==> config.mk <==
export PLATFORM = sky130hd
export DESIGN_NAME = ccs_core
export DESIGN_NICKNAME = d
export VERILOG_FILES = /design/src/ccs_pkg.sv /design/src/ccs_core.sv /design/src/ccs_alu.sv /design/src/ccs_stack.sv
export SDC_FILE = /design/constraint.sdc
export NUM_CORES = 1
export LEC_CHECK = 0
export ABC_AREA = 1
export CORE_UTILIZATION = 49
export CTS_CLUSTER_DIAMETER = 60
export DETAILED_ROUTE_END_ITERATION = 8
export DONT_BUFFER_PORTS = 1
export HOLD_SLACK_MARGIN = 0.12
export PLACE_DENSITY = 0.68
export SYNTH_ARGS = -nofsm -noshare
export SYNTH_HDL_FRONTEND = slang
export SYNTH_SLANG_ARGS = --single-unit
==> constraint.sdc <==
create_clock -name ref_clk -period 9.6 [get_ports ref_clk]
set_clock_uncertainty 0.2 [all_clocks]
set_input_delay 0.48 -clock ref_clk [delete_from_list [all_inputs] [get_ports ref_clk]]
set_output_delay 0.48 -clock ref_clk [all_outputs]
set_load 0.05 [all_outputs]
==> src/ccs_pkg.sv <==
package ccs_pkg;
  localparam int PC_W = 10;
  localparam int STACK_DEPTH = 4;
  localparam int STACK_PTR_W = 2;
  localparam int RAM_DEPTH = 48;
  localparam logic [9:0] RESET_VEC = 10'h000;
  localparam logic [9:0] IRQ_VEC = 10'h001;
  localparam logic [9:0] REUSE_BASE = 10'h200;
  localparam logic [9:0] RESERVED_LO = 10'h3FD;
  localparam logic [13:0] CFG_RESET = 14'h3FFF;
  localparam int CFG_PROTECT = 13;
  localparam int CFG_REUSE = 12;
  localparam int CFG_UV_HI = 11;
  localparam int CFG_UV_LO = 10;
  localparam int CFG_XRST = 7;
  localparam logic [1:0] UV_2V1_ALWAYS = 2'h3;
  localparam logic [1:0] UV_2V1_RUN = 2'h2;
  localparam logic [1:0] UV_2V9 = 2'h1;
  localparam logic [1:0] UV_OFF = 2'h0;
  // file plane addresses
  localparam logic [6:0] FA_INDIRECT = 7'h00;
  localparam logic [6:0] FA_PC_LOW = 7'h02;
  localparam logic [6:0] FA_STATUS = 7'h03;
  localparam logic [6:0] FA_POINTER = 7'h04;
  localparam logic [6:0] FA_IRQ_PEND = 7'h0A;
  localparam logic [6:0] FA_IRQ_EN = 7'h0B;
  localparam logic [6:0] FA_RAM_LO = 7'h20;
  localparam logic [6:0] FA_RAM_HI = 7'h4F;
  // status bit positions
  localparam int ST_TO = 4;
  localparam int ST_PD = 3;
  localparam int ST_Z = 2;
  localparam int ST_DC = 1;
  localparam int ST_C = 0;
  localparam logic [4:0] STATUS_RESET = 5'h00;
  // instruction word [13:10]
  localparam logic [3:0] OP_MISC = 4'h0;
  localparam logic [3:0] OP_WOSTORE = 4'h1;
  localparam logic [3:0] OP_MOVWF = 4'h2;
  localparam logic [3:0] OP_MOVFW = 4'h3;
  localparam logic [3:0] OP_ADDWF = 4'h4;
  localparam logic [3:0] OP_SUBWF = 4'h5;
  localparam logic [3:0] OP_ANDWF = 4'h6;
  localparam logic [3:0] OP_IORWF = 4'h7;
  localparam logic [3:0] OP_JUMP = 4'h8;
  localparam logic [3:0] OP_CALL = 4'h9;
  localparam logic [3:0] OP_RETURN_WITH_LITERAL = 4'hA;
  localparam logic [3:0] OP_XORWF = 4'hB;
  localparam logic [3:0] OP_RRF = 4'hC;
  localparam logic [3:0] OP_RLF = 4'hD;
  localparam logic [3:0] OP_MOVLW = 4'hE;
  localparam logic [3:0] OP_ANDLW = 4'hF;
  // misc sub-op in [2:0]
  localparam logic [2:0] SUB_NOP = 3'h0;
  localparam logic [2:0] SUB_RET = 3'h1;
  localparam logic [2:0] SUB_RETURN_FROM_INTERRUPT = 3'h2;
  localparam logic [2:0] SUB_SLEEP = 3'h3;
  localparam logic [2:0] SUB_KICK = 3'h4;
  typedef enum logic [1:0] {
    CCS_ST_HOLD = 2'b10,
    CCS_ST_FETCH = 2'b00,
    CCS_ST_EXEC = 2'b01,
    CCS_ST_SLEEP = 2'b11
  } ccs_state_t;
  typedef enum logic [2:0] {
    CCS_ALU_ADD, CCS_ALU_SUB, CCS_ALU_AND, CCS_ALU_OR,
    CCS_ALU_XOR, CCS_ALU_RR, CCS_ALU_RL, CCS_ALU_PASS
  } ccs_alu_op_t;
endpackage

==> src/ccs_core.sv <==
// What this block does
// - 10-bit program counter, plus one per instruction
// - reset starts at 000h, interrupts at 001h, or 200h and 201h with reuse on
// - call and jump load all ten bits
// - returns restore counter from stack top, pop
// - counter low writes keep upper two bits
// - four-deep ten-bit stack, push on call/interrupt
// - option bit makes pin falling edge reset
// - pin reset keeps timeout/powerdown, watchdog reset keeps powerdown and sets timeout
// - hold reset while supply below threshold
// - code protection refuses external program readout
// - write-only plane written only by store instruction
// - indirect window accesses register pointed to
// - subtraction carries mean no borrow
// - flag-updating write to status keeps flags
// - status resets zero, upper bits read zero
// - timeout and powerdown set and cleared by events
// - zero, nibble carry and carry flag meanings
// - eight sources, pending set regardless of enable
// - enabled pending interrupt inserts call to 001, or 201 with reuse on
// - nesting block clears one instruction after return
// - undervoltage field selects threshold and mode
// - protect and reuse bits are active low
`timescale 1ns/1ps
`default_nettype none
module ccs_core
  import ccs_pkg::*;
(
  input wire logic ref_clk,
  input wire logic rst_n,
  input wire logic [13:0] rom_data,
  output logic [PC_W-1:0] prog_addr_q,
  input wire logic [13:0] config_word,
  input wire logic port_a_bit_seven,
  input wire logic supply_below_2v1,
  input wire logic supply_below_2v9,
  input wire logic watchdog_timeout,
  input wire logic [7:0] irq_event,
  input wire logic [PC_W-1:0] readout_addr,
  output logic readout_denied_q,
  output logic wo_plane_wr_q,
  output logic [5:0] wo_plane_addr_q,
  output logic [7:0] wo_plane_data_q,
  output logic watchdog_clear_q,
  output logic sleeping_q,
  output logic pa7_gpio_q,
  output logic core_reset_q
);
  ccs_state_t state_q, state_d;
  logic [PC_W-1:0] pc_d, push_addr, stack_top, vec_base;
  logic [13:0] ir_q, ir_d, cfg_q;
  logic [7:0] w_q, w_d, ptr_q, ptr_d, pend_q, pend_d, en_q, en_d;
  logic [7:0] rd, alu_b, alu_res, wdata, wo_data_d;
  logic [7:0] ram_q [RAM_DEPTH];
  logic [7:0] ram_d [RAM_DEPTH];
  logic [4:0] st_q, st_d;
  logic [5:0] ram_idx, wo_addr_d;
  logic [6:0] eff;
  logic [3:0] op;
  logic iflag_q, iflag_d, iclr_q, iclr_d, pin_q, cfg_ok_q;
  logic push, pop, wen, to_w, fz, fdc, fc, alu_z, alu_dc, alu_c;
  logic uv_low, pin_fall, soft_rst, irq_go, exec, wo_wr_d, kick_d, deny_d;
  ccs_alu_op_t alu_op;

  assign op = ir_q[13:10];
  assign eff = (ir_q[6:0] == FA_INDIRECT) ? ptr_q[6:0] : ir_q[6:0];
  assign vec_base = cfg_q[CFG_REUSE] ? RESET_VEC : REUSE_BASE;
  assign pin_fall = cfg_q[CFG_XRST] && pin_q && !port_a_bit_seven;
  assign soft_rst = pin_fall || watchdog_timeout || uv_low;
  assign irq_go = |(pend_q & en_q);
  assign exec = (state_q == CCS_ST_EXEC) && !soft_rst;

  always_comb
  begin
    unique case (cfg_q[CFG_UV_HI:CFG_UV_LO])
      UV_2V1_ALWAYS: uv_low = supply_below_2v1;
      UV_2V1_RUN: uv_low = supply_below_2v1 && (state_q != CCS_ST_SLEEP);
      UV_2V9: uv_low = supply_below_2v9;
      UV_OFF: uv_low = 1'b0;
    endcase
  end

  // protected area is the first half while the second half is still blank
  always_comb
  begin
    if (cfg_q[CFG_PROTECT])
      deny_d = 1'b0;
    else if (cfg_q[CFG_REUSE])
      deny_d = readout_addr < REUSE_BASE;
    else
      deny_d = readout_addr < RESERVED_LO;
  end

  // file read; the indirect window itself holds nothing
  always_comb
  begin
    ram_idx = 6'(eff - FA_RAM_LO);
    if (eff == FA_PC_LOW)
      rd = prog_addr_q[7:0];
    else if (eff == FA_STATUS)
      rd = {3'h0, st_q};
    else if (eff == FA_POINTER)
      rd = ptr_q;
    else if (eff == FA_IRQ_PEND)
      rd = pend_q;
    else if (eff == FA_IRQ_EN)
      rd = en_q;
    else if (eff >= FA_RAM_LO && eff <= FA_RAM_HI)
      rd = ram_q[ram_idx];
    else
      rd = 8'h00;
  end

  ccs_alu u_alu (
    .op(alu_op),
    .w_in(w_q),
    .b_in(alu_b),
    .carry_in(st_q[ST_C]),
    .res(alu_res),
    .z(alu_z),
    .dc(alu_dc),
    .c(alu_c)
  );

  ccs_stack u_stack (
    .ref_clk(ref_clk),
    .rst_n(rst_n),
    .push(push),
    .pop(pop),
    .push_addr(push_addr),
    .top(stack_top)
  );

  always_comb
  begin
    state_d = state_q;
    pc_d = prog_addr_q;
    ir_d = ir_q;
    w_d = w_q;
    st_d = st_q;
    ptr_d = ptr_q;
    pend_d = pend_q;
    en_d = en_q;
    iflag_d = iflag_q;
    iclr_d = iclr_q;
    ram_d = ram_q;
    wo_wr_d = 1'b0;
    wo_addr_d = wo_plane_addr_q;
    wo_data_d = wo_plane_data_q;
    kick_d = 1'b0;
    push = 1'b0;
    pop = 1'b0;
    push_addr = prog_addr_q + 10'h001;
    alu_op = CCS_ALU_PASS;
    alu_b = rd;
    fz = 1'b0;
    fdc = 1'b0;
    fc = 1'b0;
    wen = 1'b0;
    to_w = 1'b0;
    unique case (state_q)
      CCS_ST_HOLD:
        if (cfg_ok_q)
        begin
          state_d = CCS_ST_FETCH;
          pc_d = vec_base;
        end
      CCS_ST_FETCH:
        if (irq_go && !iflag_q)
        begin
          push = 1'b1;
          push_addr = prog_addr_q;
          pc_d = vec_base + IRQ_VEC;
          iflag_d = 1'b1;
        end
        else
        begin
          ir_d = rom_data;
          state_d = CCS_ST_EXEC;
        end
      CCS_ST_EXEC:
      begin
        state_d = CCS_ST_FETCH;
        pc_d = prog_addr_q + 10'h001;
        if (iclr_q)
        begin
          iflag_d = 1'b0;
          iclr_d = 1'b0;
        end
        unique case (op)
          OP_MISC:
            unique case (ir_q[2:0])
              SUB_RET, SUB_RETURN_FROM_INTERRUPT:
              begin
                pc_d = stack_top;
                pop = 1'b1;
                iclr_d = (ir_q[2:0] == SUB_RETURN_FROM_INTERRUPT);
              end
              SUB_SLEEP:
              begin
                state_d = CCS_ST_SLEEP;
                st_d[ST_PD] = 1'b1;
                st_d[ST_TO] = 1'b0;
              end
              SUB_KICK:
              begin
                kick_d = 1'b1;
                st_d[ST_PD] = 1'b0;
                st_d[ST_TO] = 1'b0;
              end
              default:
                kick_d = 1'b0;
            endcase
          OP_WOSTORE:
          begin
            wo_wr_d = 1'b1;
            wo_addr_d = ir_q[5:0];
            wo_data_d = w_q;
          end
          OP_MOVWF: wen = 1'b1;
          OP_MOVFW:
          begin
            to_w = 1'b1;
            fz = 1'b1;
          end
          OP_ADDWF, OP_SUBWF:
          begin
            alu_op = (op == OP_ADDWF) ? CCS_ALU_ADD : CCS_ALU_SUB;
            fz = 1'b1;
            fdc = 1'b1;
            fc = 1'b1;
          end
          OP_ANDWF, OP_IORWF, OP_XORWF:
          begin
            alu_op = (op == OP_ANDWF) ? CCS_ALU_AND :
                     (op == OP_IORWF) ? CCS_ALU_OR : CCS_ALU_XOR;
            fz = 1'b1;
          end
          OP_RRF, OP_RLF:
          begin
            alu_op = (op == OP_RRF) ? CCS_ALU_RR : CCS_ALU_RL;
            fc = 1'b1;
          end
          OP_JUMP: pc_d = ir_q[9:0];
          OP_CALL:
          begin
            pc_d = ir_q[9:0];
            push = 1'b1;
          end
          OP_RETURN_WITH_LITERAL:
          begin
            pc_d = stack_top;
            pop = 1'b1;
            w_d = ir_q[7:0];
          end
          OP_MOVLW: w_d = ir_q[7:0];
          OP_ANDLW:
          begin
            alu_op = CCS_ALU_AND;
            alu_b = ir_q[7:0];
            to_w = 1'b1;
            fz = 1'b1;
          end
        endcase
        if (op != OP_MOVWF && (fz || fc) && op != OP_MOVFW && op != OP_ANDLW)
        begin
          wen = ir_q[7];
          to_w = !ir_q[7];
        end
        if (to_w)
          w_d = alu_res;
      end
      CCS_ST_SLEEP:
        if (irq_go)
          state_d = CCS_ST_FETCH;
    endcase
    wdata = (op == OP_MOVWF) ? w_q : alu_res;
    if (wen)
    begin
      if (eff == FA_PC_LOW)
        pc_d = {prog_addr_q[9:8], wdata};
      else if (eff == FA_STATUS && !(fz || fdc || fc))
        st_d[2:0] = wdata[2:0];
      else if (eff == FA_POINTER)
        ptr_d = wdata;
      else if (eff == FA_IRQ_PEND)
        pend_d = wdata;
      else if (eff == FA_IRQ_EN)
        en_d = wdata;
      else if (eff >= FA_RAM_LO && eff <= FA_RAM_HI)
        ram_d[ram_idx] = wdata;
    end
    if (fz)
      st_d[ST_Z] = alu_z;
    if (fdc)
      st_d[ST_DC] = alu_dc;
    if (fc)
      st_d[ST_C] = alu_c;
    pend_d = pend_d | irq_event;
    if (soft_rst)
    begin
      state_d = uv_low ? CCS_ST_HOLD : CCS_ST_FETCH;
      pc_d = vec_base;
      ir_d = '0;
      w_d = '0;
      ptr_d = '0;
      pend_d = '0;
      en_d = '0;
      iflag_d = 1'b0;
      iclr_d = 1'b0;
      wo_wr_d = 1'b0;
      kick_d = 1'b0;
      push = 1'b0;
      pop = 1'b0;
      st_d = {st_q[ST_TO:ST_PD], 3'h0};
      if (uv_low)
        st_d[ST_TO:ST_PD] = 2'b00;
      else if (watchdog_timeout)
        st_d[ST_TO] = 1'b1;
    end
  end

  always_ff @(posedge ref_clk or negedge rst_n)
  begin
    if (!rst_n)
    begin
      state_q <= CCS_ST_HOLD;
      prog_addr_q <= RESET_VEC;
      ir_q <= '0;
      w_q <= '0;
      st_q <= STATUS_RESET;
      ptr_q <= '0;
      pend_q <= '0;
      en_q <= '0;
      iflag_q <= 1'b0;
      iclr_q <= 1'b0;
      for (int i = 0; i < RAM_DEPTH; i++)
        ram_q[i] <= '0;
      cfg_q <= CFG_RESET;
      cfg_ok_q <= 1'b0;
      pin_q <= 1'b1;
      wo_plane_wr_q <= 1'b0;
      wo_plane_addr_q <= '0;
      wo_plane_data_q <= '0;
      watchdog_clear_q <= 1'b0;
      sleeping_q <= 1'b0;
      pa7_gpio_q <= 1'b1;
      core_reset_q <= 1'b1;
      readout_denied_q <= 1'b1;
    end
    else
    begin
      state_q <= state_d;
      prog_addr_q <= pc_d;
      ir_q <= ir_d;
      w_q <= w_d;
      st_q <= st_d;
      ptr_q <= ptr_d;
      pend_q <= pend_d;
      en_q <= en_d;
      iflag_q <= iflag_d;
      iclr_q <= iclr_d;
      ram_q <= ram_d;
      cfg_q <= config_word;
      cfg_ok_q <= 1'b1;
      pin_q <= port_a_bit_seven;
      wo_plane_wr_q <= wo_wr_d;
      wo_plane_addr_q <= wo_addr_d;
      wo_plane_data_q <= wo_data_d;
      watchdog_clear_q <= kick_d;
      sleeping_q <= (state_d == CCS_ST_SLEEP);
      pa7_gpio_q <= cfg_q[CFG_XRST] | port_a_bit_seven;
      core_reset_q <= soft_rst || (state_d == CCS_ST_HOLD);
      readout_denied_q <= deny_d;
    end
  end

  a_pc_advance: assert property (@(posedge ref_clk) disable iff (!rst_n)
    exec && op == OP_MOVLW |=> prog_addr_q == $past(prog_addr_q) + 10'h001)
    else $error("pc did not advance by one");
  a_call_target: assert property (@(posedge ref_clk) disable iff (!rst_n)
    exec && op == OP_CALL |=> prog_addr_q == $past(ir_q[9:0]))
    else $error("call target not loaded");
  a_irq_entry: assert property (@(posedge ref_clk) disable iff (!rst_n)
    state_q == CCS_ST_FETCH && irq_go && !iflag_q && !soft_rst
    |=> prog_addr_q == $past(vec_base) + IRQ_VEC && iflag_q)
    else $error("interrupt entry wrong");
  a_ret_restore: assert property (@(posedge ref_clk) disable iff (!rst_n)
    exec && (op == OP_RETURN_WITH_LITERAL || (op == OP_MISC && ir_q[2:0] == SUB_RET))
    |=> prog_addr_q == $past(stack_top))
    else $error("return address not restored");
  a_pcl_keep_hi: assert property (@(posedge ref_clk) disable iff (!rst_n)
    exec && op == OP_MOVWF && eff == FA_PC_LOW
    |=> prog_addr_q == {$past(prog_addr_q[9:8]), $past(w_q)})
    else $error("pc upper bits changed");
  a_ext_pin_reset: assert property (@(posedge ref_clk) disable iff (!rst_n)
    pin_fall && !uv_low |=> state_q == CCS_ST_FETCH && prog_addr_q == $past(vec_base))
    else $error("pin reset not taken");
  a_uv_hold: assert property (@(posedge ref_clk) disable iff (!rst_n)
    uv_low |=> state_q == CCS_ST_HOLD && st_q[ST_TO:ST_PD] == 2'b00)
    else $error("undervoltage reset not held");
  a_pend_set_wins: assert property (@(posedge ref_clk) disable iff (!rst_n)
    !soft_rst |=> (pend_q & $past(irq_event)) == $past(irq_event))
    else $error("interrupt event lost");
  a_wo_store: assert property (@(posedge ref_clk) disable iff (!rst_n)
    exec && op == OP_WOSTORE
    |=> wo_plane_wr_q && wo_plane_addr_q == $past(ir_q[5:0]) && wo_plane_data_q == $past(w_q))
    else $error("write-only store wrong");
  a_iflag_one_instr: assert property (@(posedge ref_clk) disable iff (!rst_n)
    exec && op == OP_MISC && ir_q[2:0] == SUB_RETURN_FROM_INTERRUPT && !irq_event[0]
    |=> iflag_q [*2] ##1 (!iflag_q || core_reset_q))
    else $error("nesting block timing wrong");
  a_sub_no_borrow: assert property (@(posedge ref_clk) disable iff (!rst_n)
    exec && op == OP_SUBWF |=> st_q[ST_C] == ($past(rd) >= $past(w_q)))
    else $error("subtract carry wrong");
  a_status_blocked: assert property (@(posedge ref_clk) disable iff (!rst_n)
    exec && (op == OP_ANDWF || op == OP_IORWF || op == OP_XORWF)
    && ir_q[7] && eff == FA_STATUS
    |=> st_q[ST_Z] == $past(alu_z) && st_q[ST_DC:ST_C] == $past(st_q[ST_DC:ST_C]))
    else $error("status write not blocked");
endmodule // ccs_core
`default_nettype wire

==> src/ccs_alu.sv <==
`timescale 1ns/1ps
`default_nettype none
module ccs_alu
  import ccs_pkg::*;
(
  input wire ccs_alu_op_t op,
  input wire logic [7:0] w_in,
  input wire logic [7:0] b_in,
  input wire logic carry_in,
  output logic [7:0] res,
  output logic z,
  output logic dc,
  output logic c
);
  logic [8:0] sum;
  logic [4:0] nib;
  logic [7:0] wx;
  logic sub;
  always_comb
  begin
    sub = (op == CCS_ALU_SUB);
    // b minus w as b plus inverted w plus one, so carries mean no borrow
    wx = sub ? ~w_in : w_in;
    sum = {1'b0, b_in} + {1'b0, wx} + {8'h00, sub};
    nib = {1'b0, b_in[3:0]} + {1'b0, wx[3:0]} + {4'h0, sub};
    dc = nib[4];
    c = sum[8];
    unique case (op)
      CCS_ALU_ADD, CCS_ALU_SUB: res = sum[7:0];
      CCS_ALU_AND: res = b_in & w_in;
      CCS_ALU_OR: res = b_in | w_in;
      CCS_ALU_XOR: res = b_in ^ w_in;
      CCS_ALU_RR:
      begin
        res = {carry_in, b_in[7:1]};
        c = b_in[0];
      end
      CCS_ALU_RL:
      begin
        res = {b_in[6:0], carry_in};
        c = b_in[7];
      end
      CCS_ALU_PASS: res = b_in;
    endcase
    z = (res == 8'h00);
  end
endmodule // ccs_alu
`default_nettype wire

==> src/ccs_stack.sv <==
`timescale 1ns/1ps
`default_nettype none
module ccs_stack
  import ccs_pkg::*;
(
  input wire logic ref_clk,
  input wire logic rst_n,
  input wire logic push,
  input wire logic pop,
  input wire logic [PC_W-1:0] push_addr,
  output logic [PC_W-1:0] top
);
  logic [PC_W-1:0] mem_q [STACK_DEPTH];
  logic [PC_W-1:0] mem_d [STACK_DEPTH];
  logic [STACK_PTR_W-1:0] ptr_q;
  logic [STACK_PTR_W-1:0] ptr_d;
  // pointer wraps, so a fifth push overwrites the oldest entry
  always_comb
  begin
    ptr_d = ptr_q;
    if (push)
      ptr_d = ptr_q + 2'h1;
    else if (pop)
      ptr_d = ptr_q - 2'h1;
  end
  for (genvar i = 0; i < STACK_DEPTH; i++)
  begin : g_entry
    always_comb
    begin
      mem_d[i] = (push && ptr_q == STACK_PTR_W'(i)) ? push_addr : mem_q[i];
    end
    always_ff @(posedge ref_clk or negedge rst_n)
    begin
      if (!rst_n)
        mem_q[i] <= '0;
      else
        mem_q[i] <= mem_d[i];
    end
  end
  always_ff @(posedge ref_clk or negedge rst_n)
  begin
    if (!rst_n)
      ptr_q <= '0;
    else
      ptr_q <= ptr_d;
  end
  assign top = mem_q[ptr_q - 2'h1];
endmodule // ccs_stack
`default_nettype wire

==> results.md <==
- Max H-tree Level: 2
- Setup TNS: 0 ps
- Root Buffer Master: clkbuf_16
- Register-to-register setup slack: 2640 ps
- Post-synthesis compound-gate area fraction: 16.9%
- Core area: 52600 µm²
- Clock Path Buffers: 3
- Yosys top cell by area: dfrtp_1
- Post-route ant nets: 0
- Worst R2R Path Depth: 28
- Critical Path RT: 9880 ps
- Clock latency on the worst-skew pair: 640 ps
- Pin count of the biggest net entering global routing: 519
- Tightest Pin Transition: 2020 ps
- Non-Filler Instances: 3933
- First-pass iteration count of the detailed router: 6
- Initial Util: 49.7%
- Peak supply drop: 0.000156 V
- First-pass GRT wire length: 122 mm
- Remaining DRCs: 0
- Register area: 13000 µm²
- Die width: 233 µm
- CTS tree: built
- Layout cell share with drive strength beyond 1: 7.99%
- WL/cell: 19.6 µm
- Vias/cell: 5.79
- Post-CTS Setup Bufs: 0
- CTS Buf Count: 56
- Total global-route track usage: 28.8%
- Violations in the final reports: hold timing, slew limit
- Critical Path Max Stage Delay: 710 ps
- Syn-to-layout area delta: 9.95%
- Worst hold slack: -658 ps
- Adder-Cell Fraction of Synth Area: 1.25%
- Area of the multi-input gates: 11300 µm²
- Yosys cell types: 59
- Fillers: 4837
- Slew headroom: -34.4%
- IO Pins: 82
- Mapped Avg Cell Area: 8.01 µm²
- F_max: 144 MHz
- CP arrival: 7250 ps
- Static leakage: 12.8 nW
- Pins over their slew limit: 281
- Fin. Hold Viols: 508
- Synth area leaders: dfrtp_1, nand2_1, o21ai_0
- Gate Count Post-Synth: 3259
- Post-synthesis cell area: 26100 µm²
- PwrDens: 189 nW/µm²
- Post-synth top area share: 48.7%
- Fin crit period: 6960 ps
- RePlAce Congestion: 0.943
- Via count: 22800
- Total Nets Final: 3273
- Number of global-route vias before repair: 21400
- Port Buffers: 0
- Synth Area in Simple Gates: 23.3%
- Placed Cells: 3793
- Crit path max-delay cell type: nand2_2
- Site Rows: 84
- CP Max Fanout: 34
- Setup violators final: 0
- Synth top cells by count: nand2_1, dfrtp_1, o21ai_0, inv_1, nand3_1
- Max-cap violations: 0
- Cts hold-fix bufs: 32
- 1st-iter DRT viols: 2618
- Startpoint Class: flop
- Initial antenna violation count: 3
- Tightest Hold Check Type: in -> async
- RSZ-0062 raised after global routing: no
- Seq/Total Area, Yosys: 49.7%
- Synth Warn #: 0
- Async SR Flop Fraction: 100%
- Clock Sinks: 518
- CP Buf/Inv Count: 4
- Die area: 54200 µm²
- Synthesized flop and latch total: 518
- Post-synthesis xor/xnor area fraction: 0.537%
- Syn_nets: 3337
- WS Path Type: reg -> reg
- Clk slew on worst S/H paths: 60 ps
- CP Capture Type: flop
- Largest family of logic cells by synthesized area: simple AND/OR/NAND/NOR gates
- Top FF cell, synth: dfrtp_1
- Status: complete, but fails checks
- Critical path depth: 28
- Final HPWL DP: 49.1 mm
- Crit share post-route: 72.5%
- Total Wirelength: 77.0 mm
- EDFF count, synth: 0
- Multiplexer area fraction after synthesis: 0.992%
- Most common cell in the netlist: nand2_1
- Die H: 233 µm
- Crit path max-delay family: simple AND/OR/NAND/NOR gates
- Total gr overflow: 0
- Most numerous cell on the critical path: nand2_1
## through the flow
stage	utilization, %	total power, mW	setup WS, ps	instance area [µm²]	hold slack (ps)
2_1_floorplan	-	2.84	5370	26100	-15.6
3_3_place_gp	50.2	3.07	2870	26400	10.6
3_5_place_dp	50.2	3.09	2770	26400	10.3
4_1_cts	54.6	5.44	2760	28700	-667
5_1_grt	54.6	5.61	2310	28700	-671
6_report	54.6	5.42	2640	28700	-658
## flip-flops by register name, indices dropped and copies added, names as in the netlist, 5 cells and up
register and flops:
ir_q 14, wo_plane_addr_q 6, ptr_q 8, wo_plane_data_q 8, pend_q 8, u_stack.mem_q 40
en_q 8, st_q 5, cfg_q 5, prog_addr_q 10, w_q 8, ram_q 384
## cells by family after synthesis
group / Yosys count
XOR/XNOR: 16
buffers and inverters: 455
other: 1
adder cells (fa/ha/maj): 26
multiplexers: 23
AO/OA/AOI/OAI: 765
flip-flops: 518
AND/OR/NAND/NOR: 1455
## power breakdown
group | switching, mW | internal (mW)
Sequential | 0.0416 | 2.22
Clock | 0.938 | 1.41
Combinational | 0.621 | 0.199
Total | 1.60 | 3.82
## path summary, 6_finish.rpt
path / start / endpoint
min in group ref_clk: supply_below_2v1 / state_q[1]
max: ir_q[3] / ram_q[15]
max in group asynchronous: rst_n / ram_q[30]
min: rst_n / ram_q[347]
max reg2reg: ir_q[3] / ram_q[15]
min reg2reg: ram_q[233] / ram_q[233]
## routing by layer
metal	vias to the layer above	part of all wire (%)	track usage, %
li1	10600	-	-
met3	160	7.8	5.28
met2	903	45	44.5
met5	-	0	0
met1	11100	44	40.2
met4	0	3.3	10.6
## final cells by class
| type | count | share of cell area (%) |
|---|---|---|
| Sequential cell | 518 | 45.2 |
| Tap cell | 688 | 3.00 |
| Clock buffer | 77 | 5.54 |
| Inverter | 273 | 3.59 |
| Antenna cell | 5 | 0.0436 |
| Clock inverter | 26 | 1.44 |
| Multi-Input combinational cell | 2286 | 39.2 |
| Timing Repair Buffer | 60 | 1.98 |
## worst register-to-register path, delay by kind of cell, from the launching register on
kind,cells,cell delay [ps]
simple gates,14,2630
compound gates,9,1560
buf+inv,4,1560
fa+ha+maj,1,380
flops,1,500
## timing repair
action / in CTS / in global routing
gates resized for setup: 0 / 0
setup endpoints to repair: 0 / 0
hold endpoints to repair: 552 / 518
## cells in the final DEF (no fill, tap or decap), drive strengths merged, types with 2 or more instances in the layout
| cell | Yosys | final |
|---|---|---|
| ha | 26 | 26 |
| diode | 0 | 5 |
| o2bb2ai | 2 | 2 |
| and2 | 2 | 2 |
| mux2 | 23 | 23 |
| inv | 272 | 273 |
| a22oi | 2 | 2 |
| or2 | 9 | 9 |
| dlygate4sd3 | 0 | 32 |
| nor2 | 152 | 152 |
| a31oi | 2 | 2 |
| dfrtp | 508 | 508 |
| a21boi | 3 | 3 |
| nand2 | 1010 | 1010 |
| bufinv | 0 | 9 |
| nand4 | 20 | 20 |
| o31ai | 3 | 3 |
| o221ai | 61 | 61 |
| o22ai | 16 | 16 |
| o211ai | 8 | 8 |
| clkinvlp | 0 | 3 |
| o21ai | 525 | 525 |
| nor3 | 52 | 52 |
| buf | 118 | 28 |
| dfstp | 10 | 10 |
| a21oi | 116 | 116 |
| clkinv | 1 | 14 |
| o21a | 3 | 3 |
| nand3 | 204 | 204 |
| clkbuf | 64 | 77 |
| xor2 | 15 | 15 |
| a221oi | 11 | 11 |
| a211oi | 8 | 8 |
| nand3b | 6 | 6 |
Note: power is estimated with default switching activity, not from simulation.
